`src/design/pwc_pkg.sv`:
```
/*
  Package for the pwm generator with capture: register offsets, field
  positions, reset values and the AXI4-Lite carrier structs.
  Assumes a 32-bit AXI4-Lite master and a single 40 MHz clock.
*/
// Function
// - prescale then divide by 1,2,4,8,16
// - 16-bit period counter and duty comparator
// - zero sets period flag, enable gates request
// - dead zone: odd output complements even
// - period/duty buffered, loaded at counter end
// - auto-reload restarts counting from period, from zero in center type
// - one-shot stops at zero, one request
// - capture turns pin into input, same counter
// - rising/falling edges latch live counter
// - per-edge capture interrupt enables
// - capture interrupt reloads counter from period
// - write one clears indicator; input holds meanwhile
// - edge-aligned or center-aligned counting
// - edge type: high at duty, low after zero
// - edge widths: period-duty low, duty+1 high
// - center type: up, reverse, down, reload
// - center widths: 2(N-M)+1 low, 2M+1 high
// - center request at underflow or at peak
// - one-shot end clears period/duty, holds counter
// - one-shot restarts on nonzero period write
`default_nettype none
package pwc_pkg;
  // register byte offsets
  localparam logic [7:0] OffPsc    = 8'h00;
  localparam logic [7:0] OffDiv    = 8'h04;
  localparam logic [7:0] OffCtl    = 8'h08;
  localparam logic [7:0] OffDzEn   = 8'h0c;
  localparam logic [7:0] OffDzTime = 8'h10;
  localparam logic [7:0] OffIen    = 8'h14;
  localparam logic [7:0] OffInd    = 8'h18;
  localparam logic [7:0] OffPinEn  = 8'h1c;
  localparam logic [7:0] OffCcw    = 8'h20;
  localparam logic [7:0] OffCcwEnd = 8'h30;
  localparam logic [7:0] OffPer    = 8'h40;
  localparam logic [7:0] OffDut    = 8'h60;
  localparam logic [7:0] OffLive   = 8'h80;
  localparam logic [7:0] OffRise   = 8'ha0;
  localparam logic [7:0] OffFall   = 8'hc0;
  localparam logic [7:0] OffChEnd  = 8'he0;
  // field positions
  localparam int CtlSlot    = 4;
  localparam int CtlRunBit  = 0;
  localparam int CtlAutoBit = 1;
  localparam int CtlCtrBit  = 2;
  localparam int DivSlot    = 4;
  localparam int IenSelPos  = 16;
  localparam int IndCapPos  = 8;
  localparam int CcwHalf    = 16;
  localparam int CcwCapBit  = 0;
  localparam int CcwRiseBit = 1;
  localparam int CcwFallBit = 2;
  localparam int DzTimeW    = 8;
  localparam logic [2:0] DivMaxSel = 3'h4;
  // reset values and responses
  localparam logic [31:0] RstWord    = 32'h0;
  localparam logic [15:0] RstCnt     = 16'h0;
  localparam logic [1:0]  RespOkay   = 2'h0;
  localparam logic [1:0]  RespSlvErr = 2'h2;

  typedef struct packed {
    logic        awvalid;
    logic [31:0] awaddr;
    logic        wvalid;
    logic [31:0] wdata;
    logic [3:0]  wstrb;
    logic        bready;
    logic        arvalid;
    logic [31:0] araddr;
    logic        rready;
  } pwc_axi_req_s;

  typedef struct packed {
    logic        awready;
    logic        wready;
    logic        bvalid;
    logic [1:0]  bresp;
    logic        arready;
    logic        rvalid;
    logic [31:0] rdata;
    logic [1:0]  rresp;
  } pwc_axi_rsp_s;
endpackage
`default_nettype wire

```
`src/design/pwc_top.sv`:
```
/*
  Eight-channel pwm generator with capture behind an AXI4-Lite slave.
  Assumes one clock (ref_clk), synchronous reset, asynchronous pins.
*/
// Decided for this implementation: the placing of the registers and the AXI4-Lite register port.
`timescale 1ns/1ps
`default_nettype none
module pwc_top #(
  parameter int NumCh = 8,
  parameter int CntW  = 16,
  parameter int PscW  = 8
) (
  input  wire logic                 ref_clk,
  input  wire logic                 sys_rst,
  input  wire pwc_pkg::pwc_axi_req_s axiReq,
  output var  pwc_pkg::pwc_axi_rsp_s axiRsp,
  input  wire logic [NumCh-1:0]     pinIn,
  output logic      [NumCh-1:0]     pinOut,
  output logic      [NumCh-1:0]     pinOe,
  output logic      [NumCh-1:0]     irqReq
);
  localparam int NumGen = NumCh / 2;

  logic awRdy_q, wRdy_q, bVal_q, arRdy_q, rVal_q;
  logic [1:0]  bResp_q, rResp_q;
  logic [31:0] aw_q, wd_q, rData_q, wMask, rdMux;
  logic [3:0]  ws_q;
  logic        doWr;
  logic [31:0] psc_q, div_q, ctl_q, dzEn_q, dzT_q, ien_q, pinEn_q;
  logic [31:0] ccw_q [4];
  logic [CntW-1:0] cnt_q [NumCh];
  logic [CntW-1:0] per_q [NumCh];
  logic [CntW-1:0] dut_q [NumCh];
  logic [CntW-1:0] bufPer_q [NumCh];
  logic [CntW-1:0] bufDut_q [NumCh];
  logic [CntW-1:0] riseL_q [NumCh];
  logic [CntW-1:0] fallL_q [NumCh];
  logic [NumCh-1:0]  perFlag_q, capFlag_q, rawOut;
  logic [NumGen-1:0] pTick, pairE, pairO;

  // address map check
  function automatic logic mapped(input logic [31:0] a);
    mapped = (a[31:8] == 24'h0) && (a[1:0] == 2'h0) &&
             ((a[7:0] < pwc_pkg::OffCcwEnd) ||
              (a[7:0] >= pwc_pkg::OffPer && a[7:0] < pwc_pkg::OffChEnd));
  endfunction

  // byte-lane merge of write data
  function automatic logic [31:0] merge(input logic [31:0] old,
                                        input logic [31:0] nw,
                                        input logic [31:0] m);
    merge = (old & ~m) | (nw & m);
  endfunction

  assign wMask = {{8{ws_q[3]}}, {8{ws_q[2]}}, {8{ws_q[1]}}, {8{ws_q[0]}}};
  assign doWr  = !awRdy_q && !wRdy_q && !bVal_q;

  // response struct straight from flops
  assign axiRsp.awready = awRdy_q;
  assign axiRsp.wready  = wRdy_q;
  assign axiRsp.bvalid  = bVal_q;
  assign axiRsp.bresp   = bResp_q;
  assign axiRsp.arready = arRdy_q;
  assign axiRsp.rvalid  = rVal_q;
  assign axiRsp.rdata   = rData_q;
  assign axiRsp.rresp   = rResp_q;

  // write channels: address and data taken in either order
  always_ff @(posedge ref_clk)
  begin
    if (sys_rst)
    begin
      awRdy_q <= 1'b1;
      wRdy_q  <= 1'b1;
      bVal_q  <= 1'b0;
      bResp_q <= pwc_pkg::RespOkay;
      aw_q    <= pwc_pkg::RstWord;
      wd_q    <= pwc_pkg::RstWord;
      ws_q    <= 4'h0;
    end
    else
    begin
      if (axiReq.awvalid && awRdy_q)
      begin
        aw_q    <= axiReq.awaddr;
        awRdy_q <= 1'b0;
      end
      if (axiReq.wvalid && wRdy_q)
      begin
        wd_q   <= axiReq.wdata;
        ws_q   <= axiReq.wstrb;
        wRdy_q <= 1'b0;
      end
      if (doWr)
      begin
        bVal_q  <= 1'b1;
        bResp_q <= mapped(aw_q) ? pwc_pkg::RespOkay : pwc_pkg::RespSlvErr;
      end
      if (bVal_q && axiReq.bready)
      begin
        bVal_q  <= 1'b0;
        awRdy_q <= 1'b1;
        wRdy_q  <= 1'b1;
      end
    end
  end

  // read decode
  always_comb
  begin
    logic [7:0] a;
    logic [2:0] i;
    a = axiReq.araddr[7:0];
    i = axiReq.araddr[4:2];
    rdMux = pwc_pkg::RstWord;
    if (!mapped(axiReq.araddr))
      rdMux = pwc_pkg::RstWord;
    else if (a == pwc_pkg::OffPsc)
      rdMux = psc_q;
    else if (a == pwc_pkg::OffDiv)
      rdMux = div_q;
    else if (a == pwc_pkg::OffCtl)
      rdMux = ctl_q;
    else if (a == pwc_pkg::OffDzEn)
      rdMux = dzEn_q;
    else if (a == pwc_pkg::OffDzTime)
      rdMux = dzT_q;
    else if (a == pwc_pkg::OffIen)
      rdMux = ien_q;
    else if (a == pwc_pkg::OffInd)
      rdMux = {16'h0, capFlag_q, perFlag_q};
    else if (a == pwc_pkg::OffPinEn)
      rdMux = pinEn_q;
    else if (a[7:4] == pwc_pkg::OffCcw[7:4])
      rdMux = ccw_q[a[3:2]];
    else if (a[7:5] == pwc_pkg::OffPer[7:5])
      rdMux = {16'h0, bufPer_q[i]};
    else if (a[7:5] == pwc_pkg::OffDut[7:5])
      rdMux = {16'h0, bufDut_q[i]};
    else if (a[7:5] == pwc_pkg::OffLive[7:5])
      rdMux = {16'h0, cnt_q[i]};
    else if (a[7:5] == pwc_pkg::OffRise[7:5])
      rdMux = {16'h0, riseL_q[i]};
    else
      rdMux = {16'h0, fallL_q[i]};
  end

  // read channel: one cycle from address to data
  always_ff @(posedge ref_clk)
  begin
    if (sys_rst)
    begin
      arRdy_q <= 1'b1;
      rVal_q  <= 1'b0;
      rData_q <= pwc_pkg::RstWord;
      rResp_q <= pwc_pkg::RespOkay;
    end
    else if (axiReq.arvalid && arRdy_q)
    begin
      arRdy_q <= 1'b0;
      rVal_q  <= 1'b1;
      rData_q <= rdMux;
      rResp_q <= mapped(axiReq.araddr) ? pwc_pkg::RespOkay : pwc_pkg::RespSlvErr;
    end
    else if (rVal_q && axiReq.rready)
    begin
      rVal_q  <= 1'b0;
      arRdy_q <= 1'b1;
    end
  end

  // shared configuration registers
  always_ff @(posedge ref_clk)
  begin
    if (sys_rst)
    begin
      psc_q  <= pwc_pkg::RstWord;
      div_q  <= pwc_pkg::RstWord;
      ctl_q  <= pwc_pkg::RstWord;
      dzEn_q <= pwc_pkg::RstWord;
      dzT_q  <= pwc_pkg::RstWord;
      ien_q  <= pwc_pkg::RstWord;
      pinEn_q <= pwc_pkg::RstWord;
      for (int k = 0; k < 4; k++)
        ccw_q[k] <= pwc_pkg::RstWord;
    end
    else if (doWr && mapped(aw_q))
    begin
      if (aw_q[7:0] == pwc_pkg::OffPsc)
        psc_q <= merge(psc_q, wd_q, wMask);
      else if (aw_q[7:0] == pwc_pkg::OffDiv)
        div_q <= merge(div_q, wd_q, wMask);
      else if (aw_q[7:0] == pwc_pkg::OffCtl)
        ctl_q <= merge(ctl_q, wd_q, wMask);
      else if (aw_q[7:0] == pwc_pkg::OffDzEn)
        dzEn_q <= merge(dzEn_q, wd_q, wMask);
      else if (aw_q[7:0] == pwc_pkg::OffDzTime)
        dzT_q <= merge(dzT_q, wd_q, wMask);
      else if (aw_q[7:0] == pwc_pkg::OffIen)
        ien_q <= merge(ien_q, wd_q, wMask);
      else if (aw_q[7:0] == pwc_pkg::OffPinEn)
        pinEn_q <= merge(pinEn_q, wd_q, wMask);
      else if (aw_q[31:4] == {24'h0, pwc_pkg::OffCcw[7:4]})
        ccw_q[aw_q[3:2]] <= merge(ccw_q[aw_q[3:2]], wd_q, wMask);
    end
  end

  // per-generator prescaler and dead-zone pair
  for (genvar g = 0; g < NumGen; g++)
  begin : gen_pair
    logic [PscW-1:0]    pscCnt_q;
    logic [pwc_pkg::DzTimeW-1:0] dzCnt_q;
    logic               prev_q;
    logic               settled;
    assign pTick[g] = pscCnt_q == psc_q[g*PscW +: PscW];
    always_ff @(posedge ref_clk)
    begin
      if (sys_rst || pTick[g])
        pscCnt_q <= '0;
      else
        pscCnt_q <= pscCnt_q + 1'b1;
    end
    // dead time counts ref_clk cycles after each edge of the even output
    assign settled = (dzCnt_q == dzT_q[g*pwc_pkg::DzTimeW +: pwc_pkg::DzTimeW]) &&
                     (prev_q == rawOut[2*g]);
    assign pairE[g] = rawOut[2*g] && settled;
    assign pairO[g] = !rawOut[2*g] && settled;
    always_ff @(posedge ref_clk)
    begin
      if (sys_rst)
      begin
        dzCnt_q <= '0;
        prev_q  <= 1'b0;
      end
      else
      begin
        prev_q <= rawOut[2*g];
        if (prev_q != rawOut[2*g])
          dzCnt_q <= '0;
        else if (!settled)
          dzCnt_q <= dzCnt_q + 1'b1;
      end
    end
  end

  // per-channel timer, capture and flags
  for (genvar c = 0; c < NumCh; c++)
  begin : gen_ch
    logic [3:0] divCnt_q, mask;
    logic [2:0] sel;
    logic run, auto, ctr, capEn, tick, zeroPt, perEv, osEnd, capRl;
    logic up_q, st_q, done_q, s1_q, s2_q, s3_q, rise, fall, perWr, dutWr;
    logic [31:0] ccw;
    assign ccw   = ccw_q[c/2] >> (pwc_pkg::CcwHalf * (c % 2));
    assign run   = ctl_q[pwc_pkg::CtlSlot*c + pwc_pkg::CtlRunBit];
    assign auto  = ctl_q[pwc_pkg::CtlSlot*c + pwc_pkg::CtlAutoBit];
    assign ctr   = ctl_q[pwc_pkg::CtlSlot*c + pwc_pkg::CtlCtrBit];
    assign capEn = ccw[pwc_pkg::CcwCapBit];
    assign sel   = (div_q[pwc_pkg::DivSlot*c +: 3] > pwc_pkg::DivMaxSel) ?
                   pwc_pkg::DivMaxSel : div_q[pwc_pkg::DivSlot*c +: 3];
    assign mask  = 4'((5'h1 << sel) - 5'h1);
    assign tick  = pTick[c/2] && ((divCnt_q & mask) == mask);
    assign perWr = doWr && aw_q[31:5] == {24'h0, pwc_pkg::OffPer[7:5]} &&
                   aw_q[4:0] == {3'(c), 2'h0};
    assign dutWr = doWr && aw_q[31:5] == {24'h0, pwc_pkg::OffDut[7:5]} &&
                   aw_q[4:0] == {3'(c), 2'h0};
    // end of period: zero in edge type, underflow in center type
    assign zeroPt = ctr ? (!up_q && cnt_q[c] == '0) : (cnt_q[c] == '0);
    assign perEv  = run && tick && st_q && !done_q && !capRl &&
                    ((ctr && ien_q[pwc_pkg::IenSelPos + c]) ?
                     (up_q && cnt_q[c] >= per_q[c]) : zeroPt);
    assign osEnd  = run && tick && st_q && !done_q && !capRl && zeroPt && !auto;
    // output: high while counter below duty
    // edge type and center down-count include the duty value itself
    assign rawOut[c] = st_q && ((ctr && up_q) ? cnt_q[c] < dut_q[c]
                                              : cnt_q[c] <= dut_q[c]);

    always_ff @(posedge ref_clk)
    begin
      if (sys_rst)
        divCnt_q <= 4'h0;
      else if (pTick[c/2])
        divCnt_q <= divCnt_q + 4'h1;
    end

    // software buffers, cleared when a one-shot completes
    always_ff @(posedge ref_clk)
    begin
      if (sys_rst)
      begin
        bufPer_q[c] <= pwc_pkg::RstCnt;
        bufDut_q[c] <= pwc_pkg::RstCnt;
      end
      else
      begin
        if (osEnd)
        begin
          bufPer_q[c] <= pwc_pkg::RstCnt;
          bufDut_q[c] <= pwc_pkg::RstCnt;
        end
        if (perWr)
          bufPer_q[c] <= 16'(merge({16'h0, bufPer_q[c]}, wd_q, wMask));
        if (dutWr)
          bufDut_q[c] <= 16'(merge({16'h0, bufDut_q[c]}, wd_q, wMask));
      end
    end

    // counter: edge type counts down, center type up then down
    always_ff @(posedge ref_clk)
    begin
      if (sys_rst || !run)
      begin
        cnt_q[c] <= pwc_pkg::RstCnt;
        per_q[c] <= pwc_pkg::RstCnt;
        dut_q[c] <= pwc_pkg::RstCnt;
        up_q     <= 1'b1;
        st_q     <= 1'b0;
        done_q   <= 1'b0;
      end
      else if (perWr && !auto && (wd_q[15:0] & wMask[15:0]) != 16'h0)
      begin
        done_q <= 1'b0;
        st_q   <= 1'b0;
      end
      else if (capRl)
        cnt_q[c] <= bufPer_q[c];
      else if (tick && !done_q)
      begin
        if (!st_q || zeroPt)
        begin
          per_q[c] <= bufPer_q[c];
          dut_q[c] <= bufDut_q[c];
          cnt_q[c] <= ctr ? pwc_pkg::RstCnt : bufPer_q[c];
          st_q     <= 1'b1;
          up_q     <= 1'b1;
          if (st_q && !auto)
          begin
            done_q   <= 1'b1;
            cnt_q[c] <= pwc_pkg::RstCnt;
          end
        end
        else if (ctr && up_q)
        begin
          if (cnt_q[c] >= per_q[c])
            up_q <= 1'b0;
          else
            cnt_q[c] <= cnt_q[c] + 16'h1;
        end
        else
          cnt_q[c] <= cnt_q[c] - 16'h1;
      end
    end

    // capture input: two-flop sync then edge detect
    assign rise  = capEn && s2_q && !s3_q;
    assign fall  = capEn && !s2_q && s3_q;
    assign capRl = (rise && ccw[pwc_pkg::CcwRiseBit]) ||
                   (fall && ccw[pwc_pkg::CcwFallBit]);
    always_ff @(posedge ref_clk)
    begin
      if (sys_rst)
      begin
        s1_q       <= 1'b0;
        s2_q       <= 1'b0;
        s3_q       <= 1'b0;
        riseL_q[c] <= pwc_pkg::RstCnt;
        fallL_q[c] <= pwc_pkg::RstCnt;
      end
      else
      begin
        s1_q <= pinIn[c];
        s2_q <= s1_q;
        s3_q <= s2_q;
        if (rise)
          riseL_q[c] <= cnt_q[c];
        if (fall)
          fallL_q[c] <= cnt_q[c];
      end
    end

    // sticky flags, write one clears, a new event wins
    always_ff @(posedge ref_clk)
    begin
      if (sys_rst)
      begin
        perFlag_q[c] <= 1'b0;
        capFlag_q[c] <= 1'b0;
      end
      else
      begin
        if (perEv)
          perFlag_q[c] <= 1'b1;
        else if (doWr && aw_q == {24'h0, pwc_pkg::OffInd} && wd_q[c] && ws_q[0])
          perFlag_q[c] <= 1'b0;
        if (capRl)
          capFlag_q[c] <= 1'b1;
        else if (doWr && aw_q == {24'h0, pwc_pkg::OffInd} &&
                 wd_q[pwc_pkg::IndCapPos + c] && ws_q[1])
          capFlag_q[c] <= 1'b0;
      end
    end

    // pins and request, all registered
    always_ff @(posedge ref_clk)
    begin
      if (sys_rst)
      begin
        pinOut[c] <= 1'b0;
        pinOe[c]  <= 1'b0;
        irqReq[c] <= 1'b0;
      end
      else
      begin
        pinOut[c] <= dzEn_q[c/2] ? ((c % 2 == 0) ? pairE[c/2] : pairO[c/2])
                                 : rawOut[c];
        pinOe[c]  <= pinEn_q[c] && !capEn;
        irqReq[c] <= (perFlag_q[c] && ien_q[c]) || capFlag_q[c];
      end
    end
  end
endmodule // pwc_top
`default_nettype wire

```
`config.mk`:
```
export PLATFORM = sky130hd
export DESIGN_NAME = pwc_top
export DESIGN_NICKNAME = d
export VERILOG_FILES = /design/src/design/pwc_pkg.sv /design/src/design/pwc_top.sv
export SDC_FILE = /design/constraint.sdc
export NUM_CORES = 2
export LEC_CHECK = 0
export ABC_CLOCK_PERIOD_IN_PS = 11400
export BUFFER_PORTS_ARGS = -buffer_cell sky130_fd_sc_hd__buf_2
export CORE_ASPECT_RATIO = 0.6
export CORE_UTILIZATION = 40
export CTS_BUF_LIST = sky130_fd_sc_hd__clkbuf_2 sky130_fd_sc_hd__clkbuf_4 sky130_fd_sc_hd__clkbuf_8
export CTS_CLUSTER_DIAMETER = 50
export DETAILED_ROUTE_END_ITERATION = 10
export PLACE_DENSITY = 0.59
export SLEW_MARGIN = 0
export SYNTH_ARGS = -nofsm -noshare
export SYNTH_HDL_FRONTEND = slang
export SYNTH_SLANG_ARGS = --single-unit
```
`constraint.sdc`:
```
create_clock -name ref_clk -period 11.4 [get_ports ref_clk]
set_clock_uncertainty 0.1 [all_clocks]
set_input_delay 1.14 -clock ref_clk [delete_from_list [all_inputs] [get_ports ref_clk]]
set_output_delay 1.14 -clock ref_clk [all_outputs]
set_load 0.01 [all_outputs]
```
==> impl_metrics.tcl <==
set metrics [dict create \
    status "finished with violations" \
    failed_checks "max-capacitance violations, max-slew violations" \
    ctsHoldBuffers 0 \
    drive_gt1_frac 0.1395 \
    gp_congestion 0.9956 \
    first_iter_violations 11300 \
    dr.pass1.iters 8 \
    finalPower_w 0.01275 \
    worstPathRequired_ps 11710 \
    fmax_ghz 0.2059 \
    crit_buf_inv 1 \
    hp-class "input port to register" \
    relSlewSlack -0.04479 \
    synth_ff_type "edfxtp_1" \
    post_dp_cell_area_um2 86070 \
    p_sw_w 0.003457 \
    clock_sinks 1545 \
    utilization 0.4478 \
    cp-end-kind "register" \
    postCtsSetupBuffers 0 \
    routed_wl_mm 337.3 \
    hold_path_depth 2 \
    seq_power_share 0.494 \
    path_cells "o21ai_1, a2111oi_4, buf_4, a31oi_2, and2_1, and3_1, nor2_1, nand4b_1" \
    post_cts_resized 0 \
    viasPerCell 6.253 \
    clkPwrFrac 0.405 \
    clockBufferDepth 4 \
    crit_fanout 81 \
    postRouteAntennaNets 0 \
    rows 128 \
    internal_power_w 0.009298 \
    period_needed_ps 4857 \
    synth_area_leader_cell "edfxtp_1" \
    die_y_um 353.3 \
    p_leak_nw 34.16 \
    grt_remaining_overflow 0 \
    nets 8304 \
    slowest_stage "dfxtp_4" \
    yosysWarnings 0 \
    place_inst 10400 \
    ys_seq_area_frac 0.5006 \
    setup-violations-final 0 \
    numCtsBuffers 232 \
    finalCritPeriodShare 0.4260 \
    power.share.combinational 0.101 \
    synth-edff-count 1024 \
    stdcell_count 10830 \
    drc 0 \
    fp.dieW_um 587.5 \
    start_util 0.4041 \
    fillers 19050 \
    syn_area_per_cell_um2 10.48 \
    fp.coreArea_um2 203600 \
    cp.depth 8 \
    hold_violations 0 \
    clkTransAtPathRegs_ps 70 \
    stdcell_area_um2 91150 \
    wl_per_cell_um 31.14 \
    syn_area_um2 82270 \
    gr-usage-all-layers 0.3153 \
    root_buffer "clkbuf_8" \
    swShare 0.2711 \
    grt_pass1_wl_mm 471.7 \
    ys_seq_elements 1545 \
    path_class "register to register" \
    io_pins 180 \
    rsz0062_at_grt "no" \
    ir_worst_vdd_v 0.00009362 \
    antenna_found_initial 45 \
    maxSlewViolCount 18 \
    cp.arrival_ps 5170 \
    worstMarginPinSlew_ps 1562 \
    fin_setup_tns_ps 0 \
    ys_types 98 \
    rr_worst_depth 8 \
    crit_path_start_kind "register" \
    grt_max_degree 159 \
    dpl.hpwl_mm 246.3 \
    synth_top_cell_area_share 0.3738 \
    clk_latency_ps 1030 \
    syn_to_final_growth_pct 10.80 \
    synth_area_leaders "edfxtp_1 (37%), dfxtp_1 (13%), mux4_2 (6.5%)" \
    cts_tree "built" \
    crit_path_max_incr_delay_ps 960 \
    netlist_instances 7850 \
    vias 67730 \
    crit_family "simple AND/OR/NAND/NOR gates" \
    grt_pass1_vias 61490 \
    port_buffers 177 \
    maxCapViolations 1 \
    dieArea_um2 207500 \
    ys_async_sr_fraction 0 \
    powerDensity_nw_per_um2 139.9 \
    htreeDepth 4 \
]
## layout make-up
| type | instances | area (µm²) | share of cell area |
|---|---|---|---|
| Timing Repair Buffer | 357 | 2305 | 0.02528 |
| Tap cell | 2730 | 3416 | 0.03747 |
| Clock buffer | 352 | 4325 | 0.04745 |
| Sequential cell | 1545 | 41190 | 0.4519 |
| Antenna cell | 11 | 27.53 | 0.0003020 |
| Inverter | 337 | 1265 | 0.01388 |
| Multi-Input combinational cell | 5427 | 37900 | 0.4158 |
| Clock inverter | 73 | 726.9 | 0.007975 |
## power groups by stage
stage                     Combinational [W]  Sequential, W  Clock, W
after floorplan                    0.000851        0.00626         0
after global placement              0.00123        0.00640         0
after detailed placement            0.00124        0.00640         0
after CTS                           0.00125        0.00628   0.00516
after global routing                0.00136        0.00630   0.00538
final                               0.00128        0.00630   0.00517
## cells in the final DEF, fill, tap and decap left out, types with 84 or more instances in the layout
master / netlist / routed
edfxtp_1: 1024 / 1024
a21oi_1: 764 / 764
nand2_1: 726 / 720
dfxtp_1: 521 / 517
and2_1: 513 / 513
nor2_1: 457 / 448
nand3_1: 353 / 353
inv_1: 336 / 336
nand2b_1: 299 / 297
ha_1: 289 / 289
clkbuf_8: 0 / 269
mux4_2: 239 / 239
buf_4: 29 / 177
o21ai_0: 180 / 174
buf_2: 56 / 174
xor2_1: 147 / 147
xnor2_1: 131 / 131
and3_1: 108 / 108
nor3_1: 103 / 99
mux2i_1: 86 / 86
nand4_1: 84 / 84
## path summary, 6_finish.rpt
path | start | end | slack, ps
setup / recovery | ws_q[0]$_SDFFE_PP0P_ | cnt_q[7][4]$_DFFE_PP_ | 6540
hold / removal | axiReq[71] | wRdy_q$_SDFFE_PP1P_ | 250
setup reg to reg | ws_q[0]$_SDFFE_PP0P_ | cnt_q[7][4]$_DFFE_PP_ | 6540
hold reg to reg | gen_ch[2].s1_q$_SDFF_PP0_ | gen_ch[2].s2_q$_SDFF_PP0_ | 340
## cells by family (layout without fill, tap and decap cells)
kind of cell               Yosys count  count (layout)  synth area share
AOI/OAI and AO/OA                 1573            1573            0.1196
xor gates and xnor gates           278             278           0.02960
adders and majority gates          289             289           0.04396
buffers and inverters              879            1119           0.04283
DFF                               1545            1545            0.5006
muxes                              339             339           0.07781
other                                1              13        0.00004558
and+or+nand+nor                   2946            2946            0.1856
## routing by layer
layer,track usage,up-vias,part of all wire
met3,0.1181,673,0.16
li1,-,28630,-
met2,0.4129,4986,0.38
met4,0.09869,24,0.036
met5,0,-,0.00055
met1,0.4712,33420,0.42
## cell usage after synthesis, drive strengths merged (15+ instances only)
library cell / count
or3: 44
and2: 514
nand2b: 299
nor3b: 33
xnor2: 131
o21a: 29
a21oi: 765
o31ai: 16
nand2: 726
o211ai: 38
dfxtp: 521
nand3: 355
a211oi: 37
a31o: 16
buf: 126
a21boi: 21
a22o: 54
a222oi: 16
a31oi: 23
a221o: 37
nor2b: 57
inv: 337
mux2i: 86
a22oi: 61
clkbuf: 416
and3: 108
or4: 22
a221oi: 20
and4: 17
nor3: 110
a2111oi: 19
mux4: 239
o21ai: 194
nand4: 85
or2: 15
nor4: 56
xor2: 147
o221ai: 42
o22ai: 35
edfxtp: 1024
a21o: 81
ha: 289
nor2: 459
## per-stage QoR
step / setup slack, ps / hold WS (ps)
final: 6543 / 248.0
after global routing: 6379 / 233.3
after CTS: 6622 / 190.5
after detailed placement: 6423 / 327.2
after global placement: 6321 / 321.9
after floorplan: 6154 / 313.8
## worst reg2reg max path, cell delays in order (launching register included)
cell and delay [ps]:
dfxtp_4 960, o21ai_1 570, a2111oi_4 470, buf_4 370
a31oi_2 290, and2_1 250, and3_1 320, nor2_1 190
nand4b_1 760
Power figures use the tool's default switching activity.
